$ cat config.mk
export PLATFORM = sky130hd
export DESIGN_NAME = timer8_counter_compare_core
export DESIGN_NICKNAME = d
export VERILOG_FILES = /design/src/logic/timer8_pkg.sv /design/src/logic/compare_channel.sv /design/src/logic/timer8_counter_compare_core.sv
export SDC_FILE = /design/constraint.sdc
export NUM_CORES = 1
export LEC_CHECK = 0
export BUFFER_PORTS_ARGS = -buffer_cell sky130_fd_sc_hd__buf_2
export CORE_AREA = 2 2 101 103
export CTS_CLUSTER_DIAMETER = 50
export CTS_CLUSTER_SIZE = 8
export DETAILED_ROUTE_END_ITERATION = 6
export DIE_AREA = 0 0 103 105
export PLACE_DENSITY = 0.73
export SYNTH_ARGS = -nofsm -noshare
export SYNTH_HDL_FRONTEND = slang
export SYNTH_HIERARCHICAL = 1
export SYNTH_SLANG_ARGS = --single-unit
$ cat constraint.sdc
create_clock -name clk -period 4 [get_ports clk]
set_clock_uncertainty 0.05 [all_clocks]
set_input_delay 0 -clock clk [delete_from_list [all_inputs] [get_ports clk]]
set_output_delay 0 -clock clk [all_outputs]
set_load 0.005 [all_outputs]
$ cat src/logic/timer8_pkg.sv
// Constants, codes and decode helpers shared by the timer core files
package timer8_pkg;

  // Register bus shape
  localparam int ADDR_W = 3;
  localparam int DATA_W = 8;

  // Register offsets
  localparam logic [2:0] OFS_COUNTER = 3'h0;
  localparam logic [2:0] OFS_COMPARE_A = 3'h1;
  localparam logic [2:0] OFS_COMPARE_B = 3'h2;
  localparam logic [2:0] OFS_CONTROL_A = 3'h3;
  localparam logic [2:0] OFS_CONTROL_B = 3'h4;
  localparam logic [2:0] OFS_FLAGS = 3'h5;
  localparam logic [2:0] OFS_MASK = 3'h6;

  // Field positions in timer_control_a
  localparam int CTLA_ACT_A_LSB = 6;
  localparam int CTLA_ACT_B_LSB = 4;
  localparam int CTLA_MODE_LSB = 0;

  // Field positions in timer_control_b
  localparam int CTLB_FORCE_A = 7;
  localparam int CTLB_FORCE_B = 6;
  localparam int CTLB_MODE2 = 3;
  localparam int CTLB_TICK_LSB = 0;

  // Bit positions in flag and mask registers
  localparam int FLAG_OVF = 0;
  localparam int FLAG_MATCH_A = 1;
  localparam int FLAG_MATCH_B = 2;

  // Reset values and counter limits
  localparam logic [7:0] RST_BYTE = 8'h00;
  localparam logic [7:0] BOTTOM = 8'h00;
  localparam logic [7:0] MAX = 8'hff;
  localparam logic [7:0] ONE = 8'h01;

  // Waveform mode codes
  localparam logic [2:0] MODE_NORMAL = 3'h0;
  localparam logic [2:0] MODE_PC_MAX = 3'h1;
  localparam logic [2:0] MODE_CTC = 3'h2;
  localparam logic [2:0] MODE_FAST_MAX = 3'h3;
  localparam logic [2:0] MODE_PC_A = 3'h5;
  localparam logic [2:0] MODE_FAST_A = 3'h7;

  // Tick source codes
  localparam logic [2:0] TICK_OFF = 3'h0;

  // Compare output action codes
  localparam logic [1:0] ACT_NONE = 2'h0;
  localparam logic [1:0] ACT_TOGGLE = 2'h1;
  localparam logic [1:0] ACT_CLEAR = 2'h2;
  localparam logic [1:0] ACT_SET = 2'h3;

  // Count direction, used by the dual-slope sequence
  typedef enum logic {DIR_UP, DIR_DOWN} count_dir_t;

  // Single-slope PWM modes
  function automatic logic is_fast(input logic [2:0] mode);
    is_fast = (mode == MODE_FAST_MAX) || (mode == MODE_FAST_A);
  endfunction : is_fast

  // Dual-slope PWM modes
  function automatic logic is_phase(input logic [2:0] mode);
    is_phase = (mode == MODE_PC_MAX) || (mode == MODE_PC_A);
  endfunction : is_phase

endpackage : timer8_pkg

$ cat src/logic/compare_channel.sv
// One output compare unit: compare buffer, active value, match and output latch
`timescale 1ns/10ps
`default_nettype none

module compare_channel (
  // Clock and reset
  input wire logic clk,
  input wire logic reset,
  input wire logic clk_en,
  // Software access
  input wire logic sw_write,
  input wire logic [7:0] sw_data,
  // Counter side
  input wire logic tick,
  input wire logic [7:0] counter,
  input wire logic block,
  input wire logic buffered,
  input wire logic reload,
  input wire logic force_strobe,
  // Waveform control
  input wire logic [1:0] action,
  input wire logic fast_pwm,
  input wire logic phase_pwm,
  input wire logic count_down,
  input wire logic wrap_bottom,
  input wire logic toggle_ok,
  // Results
  output logic [7:0] active_value,
  output logic [7:0] buffer_value,
  output logic match_event,
  output logic out_latch
);
  import timer8_pkg::*;

  logic [7:0] active_next;
  logic [7:0] buffer_next;
  logic latch_next;
  logic hit;
  logic pwm;
  logic match_level;
  logic do_toggle;

  // Equality is checked every cycle, but only acts on a tick
  assign match_event = tick && (counter == active_value) && !block;
  assign hit = match_event || force_strobe;
  assign pwm = fast_pwm || phase_pwm;

  // Buffer catches every write; active takes it directly only when unbuffered
  assign buffer_next = sw_write ? sw_data : buffer_value;
  assign active_next = (sw_write && !buffered) ? sw_data :
                       (reload && buffered) ? buffer_value : active_value;

  // Down-count in dual slope inverts the level driven on a match
  assign match_level = (phase_pwm && count_down) ? (action == ACT_CLEAR) : (action == ACT_SET);
  assign do_toggle = (action == ACT_TOGGLE) && (!pwm || toggle_ok);

  // Action is read live, so a new setting hits at the very next match
  assign latch_next = (hit && action[1]) ? match_level :
                      (hit && do_toggle) ? !out_latch :
                      (fast_pwm && wrap_bottom && action[1]) ? (action == ACT_CLEAR) :
                      out_latch;

  // Latch survives mode changes; it changes only on reset, a match, a force or a fast PWM wrap
  always_ff @(posedge clk) begin
    if (reset) begin
      active_value <= RST_BYTE;
      buffer_value <= RST_BYTE;
      out_latch <= 1'b0;
    end else if (clk_en) begin
      active_value <= active_next;
      buffer_value <= buffer_next;
      out_latch <= latch_next;
    end
  end

endmodule : compare_channel

`default_nettype wire

$ cat src/logic/timer8_counter_compare_core.sv
// 8-bit timer/counter with two compare units, flags and pin override
//
// What this block does
// - Three-bit tick select chooses tick source; zero means stopped counter.
// - Each tick clears, increments or decrements counter per waveform mode.
// - Software reads and writes counter whether or not ticks arrive.
// - Software counter write beats any count or clear that cycle.
// - Waveform mode is three bits: two in control A, one in B.
// - Counter compared each cycle; equality sets match flag at next tick.
// - Match flag clears on service acknowledge or on writing one.
// - Compare values double buffered in PWM modes, direct otherwise.
// - Buffered compare value moves to active only at top, never at bottom.
// - Compare access hits buffer when buffered, active value when not.
// - Force strobe acts like a match on latch only, non-PWM modes.
// - Counter write blocks all compare matches on the next tick.
// - Compare output latches keep their value across mode changes.
// - Output action bits are live; new setting acts at next match.
// - Reset clears both compare output latches to zero.
// - Nonzero action puts latch on pin; direction stays with port.
// - Action zero leaves latch unchanged on match in every mode.
// - Only the waveform mode field shapes the count sequence.
// - Normal mode counts up only, wrapping from 0xff to 0x00.
// - Normal mode sets overflow flag on the tick counter becomes zero.
// - Bottom is 0x00, maximum 0xff, top is maximum or compare A.
// - Overflow and match flags readable, each with its own mask bit.
`timescale 1ns/10ps
`default_nettype none

module timer8_counter_compare_core (
  // Clock, reset and freeze
  input wire logic clk,
  input wire logic reset,
  input wire logic clk_en,
  // Register port
  input wire logic [timer8_pkg::ADDR_W-1:0] reg_addr,
  input wire logic [timer8_pkg::DATA_W-1:0] reg_wdata,
  input wire logic reg_write,
  input wire logic reg_read,
  output logic [timer8_pkg::DATA_W-1:0] reg_rdata,
  // Tick sources
  input wire logic [3:0] prescale_tick,
  input wire logic ext_tick_pin,
  // Interrupt handshake, bit order overflow, match a, match b
  input wire logic [2:0] irq_ack,
  output logic [2:0] irq_req,
  // Port pins for compare outputs a and b
  input wire logic [1:0] port_value,
  input wire logic [1:0] port_dir,
  output logic [1:0] cmp_pin_out,
  output logic [1:0] cmp_pin_oe
);
  import timer8_pkg::*;

  // Software visible state
  logic [7:0] counter_value_reg;
  logic [7:0] counter_value_next;
  logic [7:0] control_a_reg;
  logic [7:0] control_b_reg;
  logic [2:0] flag_reg;
  logic [2:0] flag_next;
  logic [2:0] mask_reg;
  logic [7:0] rdata_reg;
  logic [7:0] rdata_next;

  // Internal sequencing state
  count_dir_t dir_reg;
  count_dir_t dir_next;
  logic block_reg;
  logic ext_sync1_reg;
  logic ext_sync2_reg;
  logic ext_prev_reg;

  // Decoded control fields
  logic [2:0] waveform_mode_field;
  logic [2:0] tick_source_select;
  logic [1:0] compare_output_action [2];
  logic [1:0] force_compare_strobe;
  logic fast_pwm;
  logic phase_pwm;
  logic buffered;
  logic top_is_a;

  // Tick selection
  logic [7:0] tick_options;
  logic timer_tick;
  logic ext_rise;
  logic ext_fall;

  // Counter decode
  logic [7:0] top_value;
  logic at_top;
  logic at_bottom;
  logic at_max;
  logic [7:0] count_up;
  logic [7:0] count_down;
  logic [7:0] seq_next;
  logic overflow_set;
  logic reload;
  logic wrap_bottom;

  // Bus decode
  logic wr_counter;
  logic wr_cmp_a;
  logic wr_cmp_b;
  logic wr_ctl_a;
  logic wr_ctl_b;
  logic wr_flags;
  logic wr_mask;
  logic [2:0] flag_set;
  logic [2:0] flag_clear;

  // Compare unit results
  logic [7:0] active_value [2];
  logic [7:0] buffer_value [2];
  logic [1:0] match_event;
  logic [1:0] compare_output_latch;
  logic [1:0] cmp_write;
  logic [1:0] toggle_ok;
  logic [7:0] compare_read [2];

  // Field extraction; the mode spans two registers
  // Modes 4 and 6 match none of the decodes below, so they count like Normal mode
  assign waveform_mode_field = {control_b_reg[CTLB_MODE2],
                                control_a_reg[CTLA_MODE_LSB +: 2]};
  assign tick_source_select = control_b_reg[CTLB_TICK_LSB +: 3];
  assign compare_output_action[0] = control_a_reg[CTLA_ACT_A_LSB +: 2];
  assign compare_output_action[1] = control_a_reg[CTLA_ACT_B_LSB +: 2];
  assign fast_pwm = is_fast(waveform_mode_field);
  assign phase_pwm = is_phase(waveform_mode_field);
  assign buffered = fast_pwm || phase_pwm;
  assign top_is_a = (waveform_mode_field == MODE_CTC) ||
                    (waveform_mode_field == MODE_PC_A) ||
                    (waveform_mode_field == MODE_FAST_A);

  // Register write decode
  // A write to the unused offset falls through every decode and is dropped
  assign wr_counter = reg_write && (reg_addr == OFS_COUNTER);
  assign wr_cmp_a = reg_write && (reg_addr == OFS_COMPARE_A);
  assign wr_cmp_b = reg_write && (reg_addr == OFS_COMPARE_B);
  assign wr_ctl_a = reg_write && (reg_addr == OFS_CONTROL_A);
  assign wr_ctl_b = reg_write && (reg_addr == OFS_CONTROL_B);
  assign wr_flags = reg_write && (reg_addr == OFS_FLAGS);
  assign wr_mask = reg_write && (reg_addr == OFS_MASK);
  assign cmp_write = {wr_cmp_b, wr_cmp_a};

  // Force strobes live only in the write cycle and never in PWM modes
  assign force_compare_strobe[0] = wr_ctl_b && reg_wdata[CTLB_FORCE_A] && !buffered;
  assign force_compare_strobe[1] = wr_ctl_b && reg_wdata[CTLB_FORCE_B] && !buffered;

  // Toggle in PWM modes is only offered on unit a with top at compare a
  assign toggle_ok = {1'b0, waveform_mode_field[2]};

  // External edge detect looks only at the second sync stage
  assign ext_rise = ext_sync2_reg && !ext_prev_reg;
  assign ext_fall = !ext_sync2_reg && ext_prev_reg;

  // Select list, index is the tick select code; code zero is a dead source
  // Prescaler pulses come from this clock, so only the pin needs a synchroniser
  assign tick_options = {ext_rise, ext_fall, prescale_tick, 1'b1, 1'b0};
  assign timer_tick = clk_en && (tick_source_select != TICK_OFF) &&
                      tick_options[tick_source_select];

  // Sequence limits
  // Top follows the active value, so a buffered update can only move it at top
  assign top_value = top_is_a ? active_value[0] : MAX;
  assign at_top = (counter_value_reg == top_value);
  assign at_bottom = (counter_value_reg == BOTTOM);
  assign at_max = (counter_value_reg == MAX);
  assign count_up = counter_value_reg + ONE;
  assign count_down = counter_value_reg - ONE;

  // Only the waveform mode steers the sequence; action bits never do
  always_comb begin
    seq_next = count_up;
    dir_next = DIR_UP;
    unique case (1'b1)
      phase_pwm: begin
        if (dir_reg == DIR_UP) begin
          dir_next = at_top ? DIR_DOWN : DIR_UP;
          seq_next = at_top ? count_down : count_up;
        end else begin
          dir_next = at_bottom ? DIR_UP : DIR_DOWN;
          seq_next = at_bottom ? count_up : count_down;
        end
      end
      fast_pwm, (waveform_mode_field == MODE_CTC): begin
        seq_next = at_top ? BOTTOM : count_up;
      end
      default: begin
        seq_next = count_up;
      end
    endcase
  end

  // Software write wins over the tick in the same cycle
  assign counter_value_next = wr_counter ? reg_wdata :
                              timer_tick ? seq_next : counter_value_reg;

  // Overflow point depends on the sequence shape
  // Dual slope sets it only on the bottom turn, never on the way up from a write
  assign overflow_set = timer_tick && !wr_counter &&
                        (phase_pwm ? (at_bottom && dir_reg == DIR_DOWN) :
                         fast_pwm ? at_top : at_max);

  // Buffered values load at top, where the slope turns or restarts
  assign reload = timer_tick && buffered && at_top;
  assign wrap_bottom = timer_tick && fast_pwm && at_top && !wr_counter;

  // Flag update: hardware set wins over a clear in the same cycle
  // Otherwise a late acknowledge could swallow an event that landed on the same edge
  assign flag_set = {match_event[1], match_event[0], overflow_set};
  assign flag_clear = (wr_flags ? reg_wdata[2:0] : 3'h0) | irq_ack;
  assign flag_next = flag_set | (flag_reg & ~flag_clear);

  // Request is a plain gate, so clearing a flag drops it next cycle
  assign irq_req = flag_reg & mask_reg;

  // Compare reads follow the buffer when buffering is on
  // The active value of a buffered unit is therefore hidden from software
  assign compare_read[0] = buffered ? buffer_value[0] : active_value[0];
  assign compare_read[1] = buffered ? buffer_value[1] : active_value[1];

  // Read data multiplexer; unmapped offsets and strobe bits read zero
  always_comb begin
    rdata_next = RST_BYTE;
    if (reg_read) begin
      unique case (reg_addr)
        OFS_COUNTER: rdata_next = counter_value_reg;
        OFS_COMPARE_A: rdata_next = compare_read[0];
        OFS_COMPARE_B: rdata_next = compare_read[1];
        OFS_CONTROL_A: rdata_next = control_a_reg;
        OFS_CONTROL_B: rdata_next = {2'h0, control_b_reg[5:0]};
        OFS_FLAGS: rdata_next = {5'h0, flag_reg};
        OFS_MASK: rdata_next = {5'h0, mask_reg};
        default: rdata_next = RST_BYTE;
      endcase
    end
  end

  // Two compare units share all counter-side signals except the force strobe
  // Unit a also feeds top in the modes whose top follows compare a
  genvar u;
  generate
    for (u = 0; u < 2; u++) begin : g_unit
      compare_channel unit (
        .clk(clk),
        .reset(reset),
        .clk_en(clk_en),
        .sw_write(cmp_write[u]),
        .sw_data(reg_wdata),
        .tick(timer_tick),
        .counter(counter_value_reg),
        .block(block_reg),
        .buffered(buffered),
        .reload(reload),
        .force_strobe(force_compare_strobe[u]),
        .action(compare_output_action[u]),
        .fast_pwm(fast_pwm),
        .phase_pwm(phase_pwm),
        .count_down(dir_reg == DIR_DOWN),
        .wrap_bottom(wrap_bottom),
        .toggle_ok(toggle_ok[u]),
        .active_value(active_value[u]),
        .buffer_value(buffer_value[u]),
        .match_event(match_event[u]),
        .out_latch(compare_output_latch[u])
      );
      // Override is mode independent; direction always comes from the port
      assign cmp_pin_out[u] = (compare_output_action[u] != ACT_NONE) ?
                              compare_output_latch[u] : port_value[u];
      assign cmp_pin_oe[u] = port_dir[u];
    end
  endgenerate

  // External tick pin crosses in through two stages
  always_ff @(posedge clk) begin
    if (reset) begin
      ext_sync1_reg <= 1'b0;
      ext_sync2_reg <= 1'b0;
      ext_prev_reg <= 1'b0;
    end else if (clk_en) begin
      ext_sync1_reg <= ext_tick_pin;
      ext_sync2_reg <= ext_sync1_reg;
      ext_prev_reg <= ext_sync2_reg;
    end
  end

  // Counter and direction
  // A software write keeps the direction, so a dual-slope run resumes its slope
  always_ff @(posedge clk) begin
    if (reset) begin
      counter_value_reg <= RST_BYTE;
      dir_reg <= DIR_UP;
    end else if (clk_en) begin
      counter_value_reg <= counter_value_next;
      dir_reg <= wr_counter ? dir_reg : (timer_tick ? dir_next : dir_reg);
    end
  end

  // Block is held until the next tick, so it also covers a stopped timer
  // A write while stopped thus stays armed until ticks resume, however long that is
  always_ff @(posedge clk) begin
    if (reset) begin
      block_reg <= 1'b0;
    end else if (clk_en) begin
      block_reg <= wr_counter || (block_reg && !timer_tick);
    end
  end

  // Control, mask and flag registers
  always_ff @(posedge clk) begin
    if (reset) begin
      control_a_reg <= RST_BYTE;
      control_b_reg <= RST_BYTE;
      mask_reg <= 3'h0;
      flag_reg <= 3'h0;
    end else if (clk_en) begin
      control_a_reg <= wr_ctl_a ? reg_wdata : control_a_reg;
      control_b_reg <= wr_ctl_b ? {2'h0, reg_wdata[5:0]} : control_b_reg;
      mask_reg <= wr_mask ? reg_wdata[2:0] : mask_reg;
      flag_reg <= flag_next;
    end
  end

  // Read data stands for exactly the cycle after the strobe
  // Freezing the clock enable also freezes read data, so a read then stalls too
  always_ff @(posedge clk) begin
    if (reset) begin
      rdata_reg <= RST_BYTE;
    end else if (clk_en) begin
      rdata_reg <= rdata_next;
    end
  end

  assign reg_rdata = rdata_reg;

endmodule : timer8_counter_compare_core

`default_nettype wire

==> qor.yml <==
route:
  vias: 5059
  drt-vias-per-instance: 6.27
  wl_per_cell_microns: 19.2
  drtIter0Drc: 563
  firstDrtPassIters: 6
  drtAntennaViolNets: 0
  finalWirelength_microns: 15500
  drc: 0
yosys:
  muxShareOfSynthArea_pct: 13.2
  ys.warnings.count: 6
  yosysSeqAreaShare_pct: 29.2
  synth_nets: 672
  synth_top_family_by_area: "simple AND/OR/NAND/NOR gates"
  async_reset_ff_share_pct: 0
  synth_ff_type: "dfxtp_1"
  ys_ff_latch: 75
  synth-compound-area-share_pct: 21.7
  synthAdderAreaFrac_pct: 0.486
  syn_avg_cell_area_sq_um: 8.02
  synth_xor_xnor_area_share_pct: 4.89
  syn_area_sq_um: 5150
  synth_edf_count: 0
  synth.distinct_cells: 71
  synthSimpleGateAreaFrac_pct: 24.7
  syn_inst: 642
worst_setup_path:
  critPathSlowestCell: "dfxtp_1"
  crit_path_start: "control_a_reg[1]"
  cp-end-kind: "flop"
  r2r_start: "control_a_reg[1]"
  r2r_cells: 9
  crit_fanout: 13
  required_ps: 4230
  cp.arrival_ps: 3490
  critPathKind: "reg2reg"
  worstPathCellList: "or3b_1 > and2_4 > o22ai_1 > nand4_1 > nor4_1 > nand3_1 > a21boi_0 > nor3_1 > a311oi_2"
  startpoint_type: "flop"
  r2r_slack_ps: 740
  cpPeakStageDelay_ps: 590
layout:
  nFillCells: 886
  stdcell_count: 807
  antenna_cells: 0
  fin_area_sq_um: 5690
  drive_gt1_share_pct: 15.4
  area_growth_pct: 10.5
  mostFrequentLayoutCell: "nor2_1"
  top_regs: "g_unit.unit/active_value x16, g_unit.unit/buffer_value x16"
  fin_nets: 699
  final_cell_mix: "87 x nor2_1, 75 x dfxtp_1, 59 x a21oi_1"
power_and_ir_drop:
  total_power_w: 0.00155
  combinationalPowerShare_pct: 11.1
  p_sw_share_pct: 30.9
  switchingPower_w: 0.000478
  ir_drop_mv: 0.245
  p_clk_share_pct: 39.4
  seq_power_share_pct: 49.5
  p_int_w: 0.00107
  powerDensity_nw_per_um2: 272
  p_leak_nw: 1.97
global_route:
  track_usage_pct: 29.0
  antenna_found_initial: 0
  grt_pass1_vias: 4574
  grt_pass1_wl_microns: 24200
  grt_start_max_net_pins: 78
  gr-total-overflow: 0
sta:
  finalCritPeriodShare_pct: 81.5
  worst_pin_slew_ps: 902
  finalSetupViolCount: 0
  min_period_ps: 3260
  fin_setup_tns_ps: 0
  rsz0062_at_grt: "no"
  slew_headroom_pct: 39.5
  hold_violations: 0
  fmax_mhz: 307
  slew_viol_final: 0
placed_design:
  dp_cells: 777
  place_area_sq_um: 5350
  gp_congestion: 0.934
  port_buffers: 38
  dp.final_hpwl_microns: 10500
die:
  fp.dieArea_sq_um: 10800
  io_pins: 43
  initial_utilization_pct: 53.4
  core_area_sq_um: 9640
  die_y_microns: 105
  rows: 36
  die_width_microns: 103
clocking:
  htree_levels: 3
  root_buffer: "clkbuf_8"
  cts_resized: 0
  clk_latency_ps: 370
  cts_tree: "yes"
  clk_path_buf_depth: 2
  path_clk_slew_ps: 90
  cts_sinks: 75
  cts_inserted_buffers: 9
status:
  status: "finished clean"
job:
  cap_violations: 0
hold_path:
  min_from: "reset"
  min_path_cells: 3
  hold_class: "in2reg"
[layout make-up]
cell class                      count  area, sq um  area share [%]
Sequential cell                    75         1500            26.4
Multi-Input combinational cell    506         3360            59.0
Clock inverter                      7         76.3            1.34
Tap cell                          133          166            2.93
Timing Repair Buffer               62          405            7.13
Inverter                           15         56.3           0.990
Clock buffer                        9          124            2.18
[power by group through the flow]
stage / combinational [W] / clock [W] / sequential (W)
2_1_floorplan: 0.000105 / 0 / 0.000779
3_3_place_gp: 0.000152 / 0 / 0.000782
3_5_place_dp: 0.000156 / 0 / 0.000782
4_1_cts: 0.000167 / 0.000615 / 0.000765
5_1_grt: 0.000183 / 0.000651 / 0.000766
6_report: 0.000171 / 0.000609 / 0.000765
[cells by family after synthesis]
| family | Yosys count |
|---|---|
| compound gates | 162 |
| xor+xnor | 27 |
| fa+ha+maj | 2 |
| buf+inv | 61 |
| flops | 75 |
| mux | 63 |
| other cells | 1 |
| simple gates | 251 |
[synth_stat cells, types with 4 or more instances]
| master | instances | area [sq um] |
|---|---|---|
| nor4_1 | 5 | 31.3 |
| a31oi_1 | 5 | 31.3 |
| nand2b_1 | 7 | 43.8 |
| nor3_1 | 12 | 60.1 |
| buf_2 | 6 | 30.0 |
| a211oi_1 | 6 | 45.0 |
| and2_1 | 6 | 37.5 |
| xnor2_1 | 22 | 193 |
| a22oi_1 | 12 | 90.1 |
| nor2b_1 | 7 | 43.8 |
| o21ai_0 | 20 | 100 |
| mux2_2 | 8 | 90.1 |
| clkbuf_1 | 26 | 97.6 |
| inv_1 | 15 | 56.3 |
| o21a_1 | 5 | 37.5 |
| buf_6 | 5 | 56.3 |
| a21oi_1 | 59 | 295 |
| dfxtp_1 | 75 | 1500 |
| o22ai_1 | 7 | 43.8 |
| nand2_1 | 55 | 206 |
| mux2i_1 | 52 | 521 |
| nand3b_1 | 10 | 75.1 |
| buf_4 | 6 | 45.0 |
| nand3_1 | 27 | 135 |
| nor2_1 | 87 | 327 |
| a311oi_1 | 4 | 35.0 |
| o211ai_1 | 8 | 60.1 |
| and3_1 | 4 | 25.0 |
| nor3b_1 | 5 | 37.5 |
| o21ai_1 | 4 | 20.0 |
[stage by stage]
| step | hold WS [ps] | utilization (%) | worst slack [ps] |
|---|---|---|---|
| final | 35.8 | 59.0 | 739 |
| after global routing | 75.1 | 59.0 | 536 |
| after CTS | 28.5 | 59.0 | 818 |
| after detailed placement | -50.0 | 55.5 | 850 |
| after global placement | -50.0 | 55.5 | 1040 |
| after floorplan | 30.8 | - | 1530 |
[critical path: cells and delay by family, from the launching register on]
kind	cells	cell delay, ps
DFF	1	590
and+or+nand+nor	6	1720
AOI/OAI and AO/OA	3	820
[routing by layer]
layer  global-route usage [%]  routed length, microns
met1                     41.2                    6590
met2                     43.0                    7020
met3                     6.69                    1480
met4                     9.59                     360
met5                        0                       0
[worst paths after layout]
path                                   end
setup / recovery  g_unit[0].unit/out_latch
hold / removal        counter_value_reg[2]
setup reg to reg  g_unit[0].unit/out_latch
hold reg to reg               reg_rdata[0]
[what timing repair did]
item | in CTS | in global routing
endpoints found under the hold margin | 26 | 0
buffers inserted | 0 | 0
hold buffers | 14 | 0
No activity file was read; power rests on OpenSTA's default activity.
